===== src/core/flash_host_pkg.sv =====
/*
 * Shared constants for the flash programming controller: command bytes,
 * bus phase lengths and pulse timing.
 * Assumes a 100 MHz clock; every cycle count is derived from a time in its own unit.
 */
`default_nettype none
package flash_host_pkg;
   localparam int CLK_PERIOD_NS = 10;
   localparam int CNT_W = 24;
   // command bytes written into the device command latch, then the erased and pre-program data values
   localparam logic [7:0] CMD_READ = 8'h00;
   localparam logic [7:0] CMD_IDENT = 8'h90;
   localparam logic [7:0] CMD_ERASE = 8'h20;
   localparam logic [7:0] CMD_ERASE_VERIFY = 8'hA0;
   localparam logic [7:0] CMD_PROG = 8'h40;
   localparam logic [7:0] CMD_PROG_VERIFY = 8'hC0;
   localparam logic [7:0] CMD_RESET = 8'hFF;
   localparam logic [7:0] ERASED_BYTE = 8'hFF;
   localparam logic [7:0] PREPROG_BYTE = 8'h00;
   // user operation codes
   localparam logic [2:0] OP_READ = 3'h0;
   localparam logic [2:0] OP_IDENT = 3'h1;
   localparam logic [2:0] OP_PROG = 3'h2;
   localparam logic [2:0] OP_ERASE = 3'h3;
   localparam logic [2:0] OP_ABORT = 3'h4;
   // pulse and settle times, least times rounded up
   localparam int PROG_PULSE_US = 10;
   localparam int PROG_PULSE_CYC = (PROG_PULSE_US * 1000 + CLK_PERIOD_NS - 1) / CLK_PERIOD_NS;
   localparam int VERIFY_DELAY_US = 6;
   localparam int VERIFY_CYC = (VERIFY_DELAY_US * 1000 + CLK_PERIOD_NS - 1) / CLK_PERIOD_NS;
   localparam int VPP_RAMP_US = 1;
   localparam int VPP_RAMP_CYC = (VPP_RAMP_US * 1000 + CLK_PERIOD_NS - 1) / CLK_PERIOD_NS;
   localparam int ERASE_PULSE_US = 10000;
   localparam int ERASE_PULSE_CYC = (ERASE_PULSE_US * 1000 + CLK_PERIOD_NS - 1) / CLK_PERIOD_NS;
   // strobe phases of one bus cycle, then the program and erase pulse limits
   localparam int SETUP_NS = 20;
   localparam int SETUP_CYC = (SETUP_NS + CLK_PERIOD_NS - 1) / CLK_PERIOD_NS;
   localparam int WE_LOW_NS = 100;
   localparam int WE_LOW_CYC = (WE_LOW_NS + CLK_PERIOD_NS - 1) / CLK_PERIOD_NS;
   localparam int HOLD_NS = 20;
   localparam int HOLD_CYC = (HOLD_NS + CLK_PERIOD_NS - 1) / CLK_PERIOD_NS;
   localparam int READ_NS = 150;
   localparam int READ_CYC = (READ_NS + CLK_PERIOD_NS - 1) / CLK_PERIOD_NS;
   localparam int PROG_PULSES_MAX = 25;
   localparam int ERASE_PULSES_MAX = 1000;
endpackage
`default_nettype wire


===== src/core/flash_prog_host.sv =====
/*
 * Host-side controller that programs, erases, identifies and reads a
 * byte-wide flash part through its parallel pins and command latch.
 * Assumes the part sits on mem_addr/dq with active-low ce_n, we_n, oe_n,
 * and that vpp_high switches the programming supply.
 */
`default_nettype none
module flash_prog_host #(
   parameter int ADDR_W = 18,
   parameter int PROG_MAX = flash_host_pkg::PROG_PULSES_MAX,
   parameter int ERASE_MAX = flash_host_pkg::ERASE_PULSES_MAX,
   parameter int ERASE_CYC = flash_host_pkg::ERASE_PULSE_CYC
) (
   input wire logic clk,
   input wire logic rstn,
   input wire logic op_start,
   input wire logic [2:0] op_code,
   input wire logic [ADDR_W-1:0] op_addr,
   input wire logic [7:0] op_data,
   output logic busy,
   output logic done,
   output logic fail,
   output logic [7:0] rd_data,
   output logic [ADDR_W-1:0] mem_addr,
   input wire logic [7:0] dq_in,
   output logic [7:0] dq_out,
   output logic dq_oe,
   output logic ce_n,
   output logic we_n,
   output logic oe_n,
   output logic vpp_high
);
   localparam int CW = flash_host_pkg::CNT_W;
   localparam int PW = $clog2(PROG_MAX + 1);
   localparam int EW = $clog2(ERASE_MAX + 1);
   localparam logic [ADDR_W-1:0] LAST_ADDR = '1;
   localparam logic [ADDR_W-1:0] ADDR_ONE = {{(ADDR_W-1){1'b0}}, 1'b1};

   typedef enum logic [4:0] {
      ST_IDLE, ST_VUP, ST_RDCMD, ST_IDCMD, ST_XREAD,
      ST_PSET, ST_PDATA, ST_PPULSE, ST_PVCMD, ST_PVWAIT, ST_PVREAD, ST_PCHECK,
      ST_SCAN, ST_SCHECK, ST_ESET1, ST_ESET2, ST_EPULSE, ST_EVCMD, ST_EVWAIT,
      ST_EVREAD, ST_ECHECK, ST_ASET, ST_AFF1, ST_AFF2, ST_FIN, ST_DONE
   } state_t;
   typedef enum logic [2:0] {B_IDLE, B_WSET, B_WLOW, B_WHOLD, B_RWAIT} bus_t;

   logic rst_sync1_reg, rst_n;
   logic [7:0] dq_s1_reg, dq_s2_reg, dq_s3_reg;
   state_t state_reg, state_next;
   bus_t bst_reg, bst_next;
   logic [ADDR_W-1:0] addr_reg, addr_next, baddr_reg, baddr_next;
   logic [7:0] data_reg, data_next, bdata_reg, bdata_next, rd_reg, rd_next;
   logic [7:0] rdata_reg, rdata_next;
   logic [2:0] op_reg, op_next;
   logic [PW-1:0] pulse_reg, pulse_next;
   logic [EW-1:0] epulse_reg, epulse_next;
   logic [CW-1:0] cnt_reg, cnt_next;
   logic [7:0] bcnt_reg, bcnt_next;
   logic pre_reg, pre_next, busy_reg, busy_next, done_reg, done_next;
   logic fail_reg, fail_next, vpp_reg, vpp_next, issued_reg, issued_next;
   logic oe_drv_reg, oe_drv_next, ce_n_reg, ce_n_next, we_n_reg, we_n_next;
   logic oe_n_reg, oe_n_next;
   logic cyc_done_reg, cyc_done_next;

   // reset release through two flops
   always_ff @(posedge clk or negedge rstn) begin
      if (!rstn) begin
         rst_sync1_reg <= 1'b0;
         rst_n <= 1'b0;
      end else begin
         rst_sync1_reg <= 1'b1;
         rst_n <= rst_sync1_reg;
      end
   end

   // read data from the pins; first stage feeds only the second
   always_ff @(posedge clk or negedge rst_n) begin
      if (!rst_n) begin
         dq_s1_reg <= 8'h00;
         dq_s2_reg <= 8'h00;
         dq_s3_reg <= 8'h00;
      end else begin
         dq_s1_reg <= dq_in;
         dq_s2_reg <= dq_s1_reg;
         dq_s3_reg <= dq_s2_reg;
      end
   end

   wire cyc_wr = state_reg inside {ST_RDCMD, ST_IDCMD, ST_PSET, ST_PDATA, ST_PVCMD,
      ST_ESET1, ST_ESET2, ST_EVCMD, ST_ASET, ST_AFF1, ST_AFF2, ST_FIN};
   wire cyc_rd = state_reg inside {ST_XREAD, ST_PVREAD, ST_SCAN, ST_EVREAD};
   wire bus_go = (cyc_wr | cyc_rd) & ~issued_reg & (bst_reg == B_IDLE);
   wire [7:0] cyc_data =
      (state_reg == ST_IDCMD) ? flash_host_pkg::CMD_IDENT :
      (state_reg == ST_PSET || state_reg == ST_ASET) ? flash_host_pkg::CMD_PROG :
      (state_reg == ST_PDATA) ? data_reg :
      (state_reg == ST_PVCMD) ? flash_host_pkg::CMD_PROG_VERIFY :
      (state_reg == ST_ESET1 || state_reg == ST_ESET2) ? flash_host_pkg::CMD_ERASE :
      (state_reg == ST_EVCMD) ? flash_host_pkg::CMD_ERASE_VERIFY :
      (state_reg == ST_AFF1 || state_reg == ST_AFF2) ? flash_host_pkg::CMD_RESET :
      flash_host_pkg::CMD_READ;
   wire [ADDR_W-1:0] cyc_addr = (state_reg inside {ST_PDATA, ST_EVCMD, ST_XREAD, ST_PVREAD,
      ST_SCAN, ST_EVREAD}) ? addr_reg : '0;
   wire cnt_zero = (cnt_reg == '0);
   wire [CW-1:0] cnt_dec = cnt_reg - {{(CW-1){1'b0}}, 1'b1};
   wire bcnt_zero = (bcnt_reg == 8'h00);
   wire [7:0] bcnt_dec = bcnt_reg - 8'h01;
   wire rd_agree = (dq_s2_reg == dq_s3_reg);
   wire at_last = (addr_reg == LAST_ADDR);
   wire [ADDR_W-1:0] addr_inc = addr_reg + ADDR_ONE;

   // strobe engine: one write or read cycle per request
   always_comb begin
      bst_next = bst_reg;
      bcnt_next = bcnt_reg;
      baddr_next = baddr_reg;
      bdata_next = bdata_reg;
      ce_n_next = ce_n_reg;
      we_n_next = we_n_reg;
      oe_n_next = oe_n_reg;
      oe_drv_next = oe_drv_reg;
      rd_next = rd_reg;
      cyc_done_next = 1'b0;
      unique case (bst_reg)
         B_IDLE: if (bus_go) begin
            baddr_next = cyc_addr;
            bdata_next = cyc_data;
            ce_n_next = 1'b0;
            if (cyc_wr) begin
               oe_drv_next = 1'b1;
               bcnt_next = 8'(flash_host_pkg::SETUP_CYC);
               bst_next = B_WSET;
            end else begin
               oe_n_next = 1'b0;
               bcnt_next = 8'(flash_host_pkg::READ_CYC);
               bst_next = B_RWAIT;
            end
         end
         B_WSET: if (bcnt_zero) begin
            we_n_next = 1'b0;
            bcnt_next = 8'(flash_host_pkg::WE_LOW_CYC);
            bst_next = B_WLOW;
         end else begin
            bcnt_next = bcnt_dec;
         end
         B_WLOW: if (bcnt_zero) begin
            we_n_next = 1'b1;
            bcnt_next = 8'(flash_host_pkg::HOLD_CYC);
            bst_next = B_WHOLD;
         end else begin
            bcnt_next = bcnt_dec;
         end
         B_WHOLD: if (bcnt_zero) begin
            ce_n_next = 1'b1;
            oe_drv_next = 1'b0;
            cyc_done_next = 1'b1;
            bst_next = B_IDLE;
         end else begin
            bcnt_next = bcnt_dec;
         end
         B_RWAIT: if (bcnt_zero && rd_agree) begin
            rd_next = dq_s3_reg;
            ce_n_next = 1'b1;
            oe_n_next = 1'b1;
            cyc_done_next = 1'b1;
            bst_next = B_IDLE;
         end else if (!bcnt_zero) begin
            bcnt_next = bcnt_dec;
         end
      endcase
   end

   // operation sequencer
   always_comb begin
      state_next = state_reg;
      addr_next = addr_reg;
      data_next = data_reg;
      op_next = op_reg;
      pulse_next = pulse_reg;
      epulse_next = epulse_reg;
      cnt_next = cnt_reg;
      pre_next = pre_reg;
      busy_next = busy_reg;
      done_next = 1'b0;
      fail_next = fail_reg;
      rdata_next = rdata_reg;
      vpp_next = vpp_reg;
      unique case (state_reg)
         ST_IDLE: if (op_start) begin
            busy_next = 1'b1;
            vpp_next = 1'b1;
            fail_next = 1'b0;
            op_next = op_code;
            addr_next = op_addr;
            data_next = op_data;
            pulse_next = '0;
            pre_next = 1'b0;
            cnt_next = CW'(flash_host_pkg::VPP_RAMP_CYC);
            state_next = ST_VUP;
         end
         ST_VUP: if (!cnt_zero) begin
            cnt_next = cnt_dec;
         end else if (op_reg == flash_host_pkg::OP_IDENT) begin
            state_next = ST_IDCMD;
         end else if (op_reg == flash_host_pkg::OP_PROG) begin
            state_next = ST_PSET;
         end else if (op_reg == flash_host_pkg::OP_ERASE) begin
            addr_next = '0;
            state_next = ST_SCAN;
         end else if (op_reg == flash_host_pkg::OP_ABORT) begin
            state_next = ST_ASET;
         end else begin
            state_next = ST_RDCMD;
         end
         ST_RDCMD, ST_IDCMD: if (cyc_done_reg) state_next = ST_XREAD;
         ST_XREAD: if (cyc_done_reg) begin
            rdata_next = rd_reg;
            state_next = ST_FIN;
         end
         ST_PSET: if (cyc_done_reg) state_next = ST_PDATA;
         ST_PDATA: if (cyc_done_reg) begin
            pulse_next = pulse_reg + PW'(1);
            cnt_next = CW'(flash_host_pkg::PROG_PULSE_CYC);
            state_next = ST_PPULSE;
         end
         ST_PPULSE: if (cnt_zero) state_next = ST_PVCMD; else cnt_next = cnt_dec;
         ST_PVCMD: if (cyc_done_reg) begin
            cnt_next = CW'(flash_host_pkg::VERIFY_CYC);
            state_next = ST_PVWAIT;
         end
         ST_PVWAIT: if (cnt_zero) state_next = ST_PVREAD; else cnt_next = cnt_dec;
         ST_PVREAD: if (cyc_done_reg) begin
            rdata_next = rd_reg;
            state_next = ST_PCHECK;
         end
         ST_PCHECK: if (rd_reg == data_reg) begin
            pulse_next = '0;
            if (!pre_reg) begin
               state_next = ST_FIN;
            end else if (at_last) begin
               addr_next = '0;
               epulse_next = '0;
               state_next = ST_ESET1;
            end else begin
               addr_next = addr_inc;
               state_next = ST_PSET;
            end
         end else if (pulse_reg >= PW'(PROG_MAX)) begin
            fail_next = 1'b1;
            state_next = ST_FIN;
         end else begin
            state_next = ST_PSET;
         end
         ST_SCAN: if (cyc_done_reg) state_next = ST_SCHECK;
         ST_SCHECK: if (rd_reg != flash_host_pkg::ERASED_BYTE) begin
            addr_next = '0;
            data_next = flash_host_pkg::PREPROG_BYTE;
            pre_next = 1'b1;
            state_next = ST_PSET;
         end else if (at_last) begin
            state_next = ST_FIN;
         end else begin
            addr_next = addr_inc;
            state_next = ST_SCAN;
         end
         ST_ESET1: if (cyc_done_reg) state_next = ST_ESET2;
         ST_ESET2: if (cyc_done_reg) begin
            epulse_next = epulse_reg + EW'(1);
            cnt_next = CW'(ERASE_CYC);
            state_next = ST_EPULSE;
         end
         ST_EPULSE: if (cnt_zero) state_next = ST_EVCMD; else cnt_next = cnt_dec;
         ST_EVCMD: if (cyc_done_reg) begin
            cnt_next = CW'(flash_host_pkg::VERIFY_CYC);
            state_next = ST_EVWAIT;
         end
         ST_EVWAIT: if (cnt_zero) state_next = ST_EVREAD; else cnt_next = cnt_dec;
         ST_EVREAD: if (cyc_done_reg) state_next = ST_ECHECK;
         ST_ECHECK: if (rd_reg == flash_host_pkg::ERASED_BYTE) begin
            if (at_last) begin
               state_next = ST_FIN;
            end else begin
               addr_next = addr_inc;
               state_next = ST_EVCMD;
            end
         end else if (epulse_reg >= EW'(ERASE_MAX)) begin
            fail_next = 1'b1;
            state_next = ST_FIN;
         end else begin
            state_next = ST_ESET1;
         end
         ST_ASET: if (cyc_done_reg) state_next = ST_AFF1;
         ST_AFF1: if (cyc_done_reg) state_next = ST_AFF2;
         ST_AFF2: if (cyc_done_reg) state_next = ST_FIN;
         ST_FIN: if (cyc_done_reg) state_next = ST_DONE;
         ST_DONE: begin
            done_next = 1'b1;
            busy_next = 1'b0;
            vpp_next = 1'b0;
            state_next = ST_IDLE;
         end
      endcase
   end

   wire issued_set = bus_go | (issued_reg & ~cyc_done_reg);

   always_ff @(posedge clk or negedge rst_n) begin
      if (!rst_n) begin
         state_reg <= ST_IDLE;
         bst_reg <= B_IDLE;
         {addr_reg, baddr_reg} <= '0;
         {data_reg, bdata_reg, rd_reg, rdata_reg} <= 32'h00000000;
         {op_reg, pulse_reg, epulse_reg, cnt_reg, bcnt_reg} <= '0;
         {pre_reg, busy_reg, done_reg, fail_reg, vpp_reg, issued_reg} <= 6'h00;
         {oe_drv_reg, ce_n_reg, we_n_reg, oe_n_reg, cyc_done_reg} <= 5'h0E;
      end else begin
         state_reg <= state_next;
         bst_reg <= bst_next;
         {addr_reg, baddr_reg} <= {addr_next, baddr_next};
         {data_reg, bdata_reg, rd_reg, rdata_reg} <= {data_next, bdata_next, rd_next, rdata_next};
         {op_reg, pulse_reg, epulse_reg} <= {op_next, pulse_next, epulse_next};
         {cnt_reg, bcnt_reg} <= {cnt_next, bcnt_next};
         {pre_reg, busy_reg, done_reg} <= {pre_next, busy_next, done_next};
         {fail_reg, vpp_reg, issued_reg} <= {fail_next, vpp_next, issued_set};
         {oe_drv_reg, ce_n_reg, we_n_reg} <= {oe_drv_next, ce_n_next, we_n_next};
         {oe_n_reg, cyc_done_reg} <= {oe_n_next, cyc_done_next};
      end
   end

   assign busy = busy_reg;
   assign done = done_reg;
   assign fail = fail_reg;
   assign rd_data = rdata_reg;
   assign mem_addr = baddr_reg;
   assign dq_out = bdata_reg;
   assign dq_oe = oe_drv_reg;
   // strobes kept active low in their flops so the pins see no gate after them
   assign ce_n = ce_n_reg;
   assign we_n = we_n_reg;
   assign oe_n = oe_n_reg;
   assign vpp_high = vpp_reg;

   // watch logic: committed command history for the checks below
   logic we_prev_reg;
   logic [7:0] last_cmd_reg;
   logic [CW-1:0] gap_reg;
   wire we_rise = we_n & ~we_prev_reg;
   always_ff @(posedge clk or negedge rst_n) begin
      if (!rst_n) begin
         we_prev_reg <= 1'b1;
         last_cmd_reg <= 8'h00;
         gap_reg <= '0;
      end else begin
         we_prev_reg <= we_n;
         last_cmd_reg <= we_rise ? dq_out : last_cmd_reg;
         gap_reg <= we_rise ? '0 : ((&gap_reg) ? gap_reg : gap_reg + {{(CW-1){1'b0}}, 1'b1});
      end
   end
endmodule
`default_nettype wire


===== config.mk =====
export PLATFORM = sky130hd
export DESIGN_NAME = flash_prog_host
export DESIGN_NICKNAME = d
export VERILOG_FILES = /design/src/core/flash_host_pkg.sv /design/src/core/flash_prog_host.sv
export SDC_FILE = /design/constraint.sdc
export NUM_CORES = 1
export LEC_CHECK = 0
export BUFFER_PORTS_ARGS = -buffer_cell sky130_fd_sc_hd__buf_4
export CORE_MARGIN = 2
export CORE_UTILIZATION = 60
export DETAILED_ROUTE_END_ITERATION = 16
export PLACE_DENSITY = 0.79
export SLEW_MARGIN = 30
export SYNTH_ARGS = -nofsm -noshare
export SYNTH_HDL_FRONTEND = slang
export SYNTH_SLANG_ARGS = --single-unit

===== constraint.sdc =====
create_clock -name clk -period 5.3 [get_ports clk]
set_input_delay 0.795 -clock clk [delete_from_list [all_inputs] [get_ports clk]]
set_output_delay 0.795 -clock clk [all_outputs]
set_load 0.01 [all_outputs]

[Word-level counts from Yosys, hierarchy flattened]
Cells that the tools add are included.
Word-level totals
  register bits after elaboration: 162
  logic and storage cells: 279
Operators by class
  add/subtract/negate cells: 5
  order comparisons: 2
  equality and inequality tests: 80
  mux-type cells: 112
  bitwise gates (word level): 7
  reductions and logical operators: 45
Operator list (number)
  2-to-1 mux 18 bit: 12
  2-to-1 mux 5 bit: 34
  2-to-1 mux 24 bit: 5
  case mux 24 bit (5 select lines): 1
  case mux 5 bit (24 select lines): 1
  2-to-1 mux 8 bit: 14
  case mux 18 bit (5 select lines): 1
  inequality test 2 bit (second input constant): 40
  equality test 5 bit (second input constant): 10
  equality test 5 x 4 -> 1 bit (second input constant): 8
  2-to-1 mux 10 bit: 4
  case mux 8 bit (5 select lines): 1
  zero test 24 bit: 1
  subtractor 24 x 1 -> 24 bit (second input constant): 1
  equality test 5 x 3 -> 1 bit (second input constant): 4
  case mux 10 bit (2 select lines): 1
  AND reduction 20 bit: 1
  adder 18 x 1 -> 18 bit (second input constant): 1
  equality test 18 bit (second input constant): 1
  2-to-1 mux 1 bit: 18
  2-to-1 mux 3 bit: 6
  equality test 8 bit: 2
  case mux 8 bit (2 select lines): 1
  AND reduction 4 bit: 4
  39 further kinds: 79

[Logic depth before layout (Yosys ltp)]
  word-level depth: 9
  depth in mapped cells: 11
  mapped depth without buffers: 9

[Worst setup path before layout]
OpenSTA, ideal clock, no wires.
  path type: register to register
  start: register addr_reg[0]
  end: register addr_reg[0]
  library setup time: 0.129 ns
  arrival: 2.033 ns
  required time: 5.171 ns
  slack: 3.138 ns
  cell stages (with the launch flop): 11
  path buffers: 1
  period minus slack after synthesis: 2.162 ns
  path through: dfrtp_1 ha_1 nand2_1 or2_2 clkbuf_1 nor3_4 inv_1 ha_1 nor2_1 a221oi_1 a21oi_1
On the way
  word-level cells in the longest chain between the ends: 5
Ends and longest elaborated chain
  start: declaration: line flash_prog_host.sv:51  | logic [ADDR_W-1:0] addr_reg, addr_next, baddr_reg, baddr_next;
  start signal: assignment: line flash_prog_host.sv:319  | {addr_reg, baddr_reg} <= {addr_next, baddr_next};
  adder 18 x 1 -> 18 bit / equality test 18 bit (equally long branches): line flash_prog_host.sv:110, flash_prog_host.sv:109
  2-to-1 mux 18 bit: line flash_prog_host.sv:240  | end else if (at_last) begin
  2-to-1 mux 18 bit: line flash_prog_host.sv:238  | if (!pre_reg) begin
  2-to-1 mux 18 bit: line flash_prog_host.sv:236  | ST_PCHECK: if (rd_reg == data_reg) begin
  case mux 18 bit (5 select lines) (*): line flash_prog_host.sv:188  | unique case (state_reg)
Mark *: on every way between the ends. The rest lies on a longest branch, timed or not. The select of a mux whose other input is x is not followed.
A chain may end at the register's enable or synchronous reset.

[Final worst setup path]
  start: register state_reg[2]
  end: register cnt_reg[4]
On the way
  word-level cells in the longest chain between the ends: 4
Ends and longest elaborated chain
  start: declaration: line flash_prog_host.sv:49  | state_t state_reg, state_next;
  start signal: assignment: line flash_prog_host.sv:317  | state_reg <= state_next;
  equality test 5 bit, or another cell as far along: line flash_prog_host.sv:188
  OR reduction 5 bit (no source line) / OR reduction 2 bit (equally long branches)
  nonzero test 5 bit (no source line), or another cell as far along
  AND reduction 6 bit (no source line)
  end signal: assignment: line flash_prog_host.sv:322  | {cnt_reg, bcnt_reg} <= {cnt_next, bcnt_next};
  end: declaration: line flash_prog_host.sv:57  | logic [CW-1:0] cnt_reg, cnt_next;
Parallel ways exist; a longest one is shown, timed or not.

==> run metrics <==
outcome=finished, final reports clean; Ys Warns=0; post-synthesis cell type count=90; startpoint types=register; critical path class=register to register; die height=127 um; Post-synth EDFFs=0; Util after Layout=70.1%; worst min path class=input pin to async pin; H-tree levels=4; critical path peak fanout=22; Peak VDD IR=0.000288 V; gp weighted congestion=0.939; most used flip-flop cell after synthesis=dfrtp_1; largest net degree at the start of global routing=59; I/O pins=82; Final Hold Viols=0; syn_nets=1024; final period utilization=57.8%; CP top delay family=compound AO/OA/AOI/OAI gates; DRC=0; RSZ-0062 raised after global routing=no; Fin Hold WS=0.130 ns; first-pass GRT wire length=37.0 mm; share of layout cells above drive strength 1=17.8%; Post-synth ARST share=100%; root buffer cell=clkbuf_16; GRT overflow=0; row cnt=44; met1 usage=41.9%; Sink Count=162; max-cap viol count=0; synthesis-to-finish area growth=13.4%; placed insts=1198; Worst Tran Pin Value=0.833 ns; n_diodes=0; Synth Instances=974; Crit Reg-Reg Endpoint=cnt_reg[4]; Worst EP required=5.61 ns; Post-DRT Antenna Nets=0; total die area=16000 um2; # setup viols final=0; sequential element share of the synthesized area=45.0%; GR Util met3=6.12%; clock buffer depth=2; CTS buffer count=17; Iter 0 DRT Violations=729; M2 GR Usage=43.6%; Worst R2R Start=state_reg[2]; Setup crit end kind=register; pwr/cell area=499 nW/um2; total track usage=28.8%; min cycle time layout=3.06 ns; TNS Setup=0 ns; CP Cell Sequence=buf_4 > or2_2 > a21oi_1 > a21o_1 > a2111oi_4 > buf_6 > o21ai_0 > a22o_1; post-CTS setup buffer count=0; syn avg cell area=9.26 um2; FF-to-FF setup slack=2.24 ns; Worst EP arrival=3.38 ns; total wire length=22.3 mm; Post-CTS Hold Buffers=0; Worst Skew=0.0101 ns; DR vias=7750; Cell Area, Synth=9020 um2; antenna violations before repair=0; crit-path max cell delay=0.75 ns; Top Usage Layer GRT=met2; fmax=0.326 GHz; FF+latch count, synth=162; wire per inst=18.1 um; Worst-Skew Late Latency=0.43 ns; Port Buffers=81; starting density of the core=61.8%; drt pass-1 iters=5; Post-CTS Resized=0; DP HPWL=15.6 mm; crit path max-delay cell type=a2111oi_4; area of the core=14600 um2; Reg clk slew, reported paths=0.06 ns; worst reg2reg path depth=8; vias in the first global route=7197; Final #Nets=1083; Final Non-Filler Cells=1230; CTS tree=done; vias per cell=6.30; slew margin rel.=44.0%; chip width=127 um; Largest register FFs=24; max-slew violations=0; Worst Path Buf+Inv=2; leak pwr=0.00459 uW
[report_power, final]
group          total (uW)  switching, uW  internal, uW
Combinational        2120           1310           813
Clock                1200            527           671
Sequential           1790            315          1470
Total                5110           2150          2960
[cells by family (layout without fill, tap and decap cells)]
group	count (synthesis)	after routing	share of synthesized area [%]
DFF	162	162	45.0
xor gates and xnor gates	26	26	2.53
other	1	1	0.0416
muxes	27	27	3.30
AOI/OAI and AO/OA	272	272	20.9
adders and majority gates	10	10	1.39
buffers and inverters	76	148	4.43
and+or+nand+nor	400	400	22.4
[synthesized netlist by cell type, types with 4 or more instances]
library cell	n	share of area (%)
buf_2	16	0.89
a31oi_1	18	1.2
or2_2	6	0.42
inv_1	22	0.92
o21a_1	9	0.75
a22o_1	17	1.7
nor2_1	70	2.9
o22ai_1	4	0.28
nand3b_1	5	0.42
a21oi_1	42	2.3
and3_1	11	0.76
o21ai_1	10	0.56
nand2b_1	14	0.97
nand3_1	56	3.1
nor4_1	13	0.90
o2bb2ai_1	9	0.87
nor2b_1	11	0.76
o31ai_1	9	0.75
a32o_1	5	0.56
or3_1	6	0.42
nand4_1	13	0.90
and2_1	7	0.49
o22a_1	4	0.39
nor3_1	29	1.6
buf_6	8	1.0
ha_1	10	1.4
nor3b_1	6	0.50
a21o_1	14	1.2
clkbuf_1	18	0.75
mux2i_1	5	0.56
o211ai_1	7	0.58
xor2_1	11	1.1
a22oi_1	5	0.42
xnor2_1	15	1.5
dfrtp_1	159	44
o21ai_0	74	4.1
mux2_2	22	2.7
buf_4	9	0.75
nand2_1	125	5.2
[stage by stage]
| step | setup slack (ns) | cell area (um2) | power [uW] |
|---|---|---|---|
| 2_1_floorplan | 0.457 | 9020 | 3380 |
| 4_1_cts | 2.06 | 10200 | 5070 |
| 5_1_grt | 2.02 | 10200 | 5430 |
| 3_3_place_gp | 2.02 | 9630 | 3800 |
| 6_report | 2.24 | 10200 | 5110 |
| 3_5_place_dp | 2.07 | 9660 | 3860 |
[layout by cell type (no fill, tap or decap), drive strengths merged, types with 8 or more instances in the layout]
master / instances
dfrtp: 159
o211ai: 9
nor4: 16
nand2b: 14
nand3: 56
clkbuf: 21
and2: 8
xor2: 11
mux2: 22
nor3: 33
nor2b: 12
a21o: 14
ha: 10
a21oi: 43
o21ai: 85
nor2: 72
o21a: 9
buf: 93
nand4: 13
o31ai: 9
o2bb2ai: 9
a22o: 17
and3: 11
xnor2: 15
nand2: 126
inv: 29
a31oi: 19
[routing by layer]
layer	vias to the layer above	wire length [um]	share of wire, %
met5	-	0	0
met4	0	371	1.7
met3	36	1470	6.6
met2	331	10300	46
met1	3698	10200	46
li1	3685	-	-
[final cells by class]
| class | count | area, um2 |
|---|---|---|
| inverters | 23 | 86.3 |
| multi-input cells | 736 | 4580 |
| flip-flops and latches | 162 | 4060 |
| repair buffers | 93 | 702 |
| clock buffers | 21 | 450 |
| clock inverters | 11 | 118 |
| fillers | 1150 | 4360 |
| well taps | 184 | 230 |
[worst max path at each step]
stage / startpoint / endpoint / slack [ns] / depth (start not counted)
final: state_reg[2] / cnt_reg[4] / 2.24 / 8
after floorplan: rst_n / addr_reg[0] / 0.46 / 0
after global routing: state_reg[2] / cnt_reg[15] / 2.02 / 8
after CTS: state_reg[2] / bcnt_reg[5] / 2.06 / 7
after detailed placement: state_reg[2] / bcnt_reg[7] / 2.07 / 7
after global placement: state_reg[2] / cnt_reg[13] / 2.02 / 7
No activity file was read; power rests on OpenSTA's default activity.
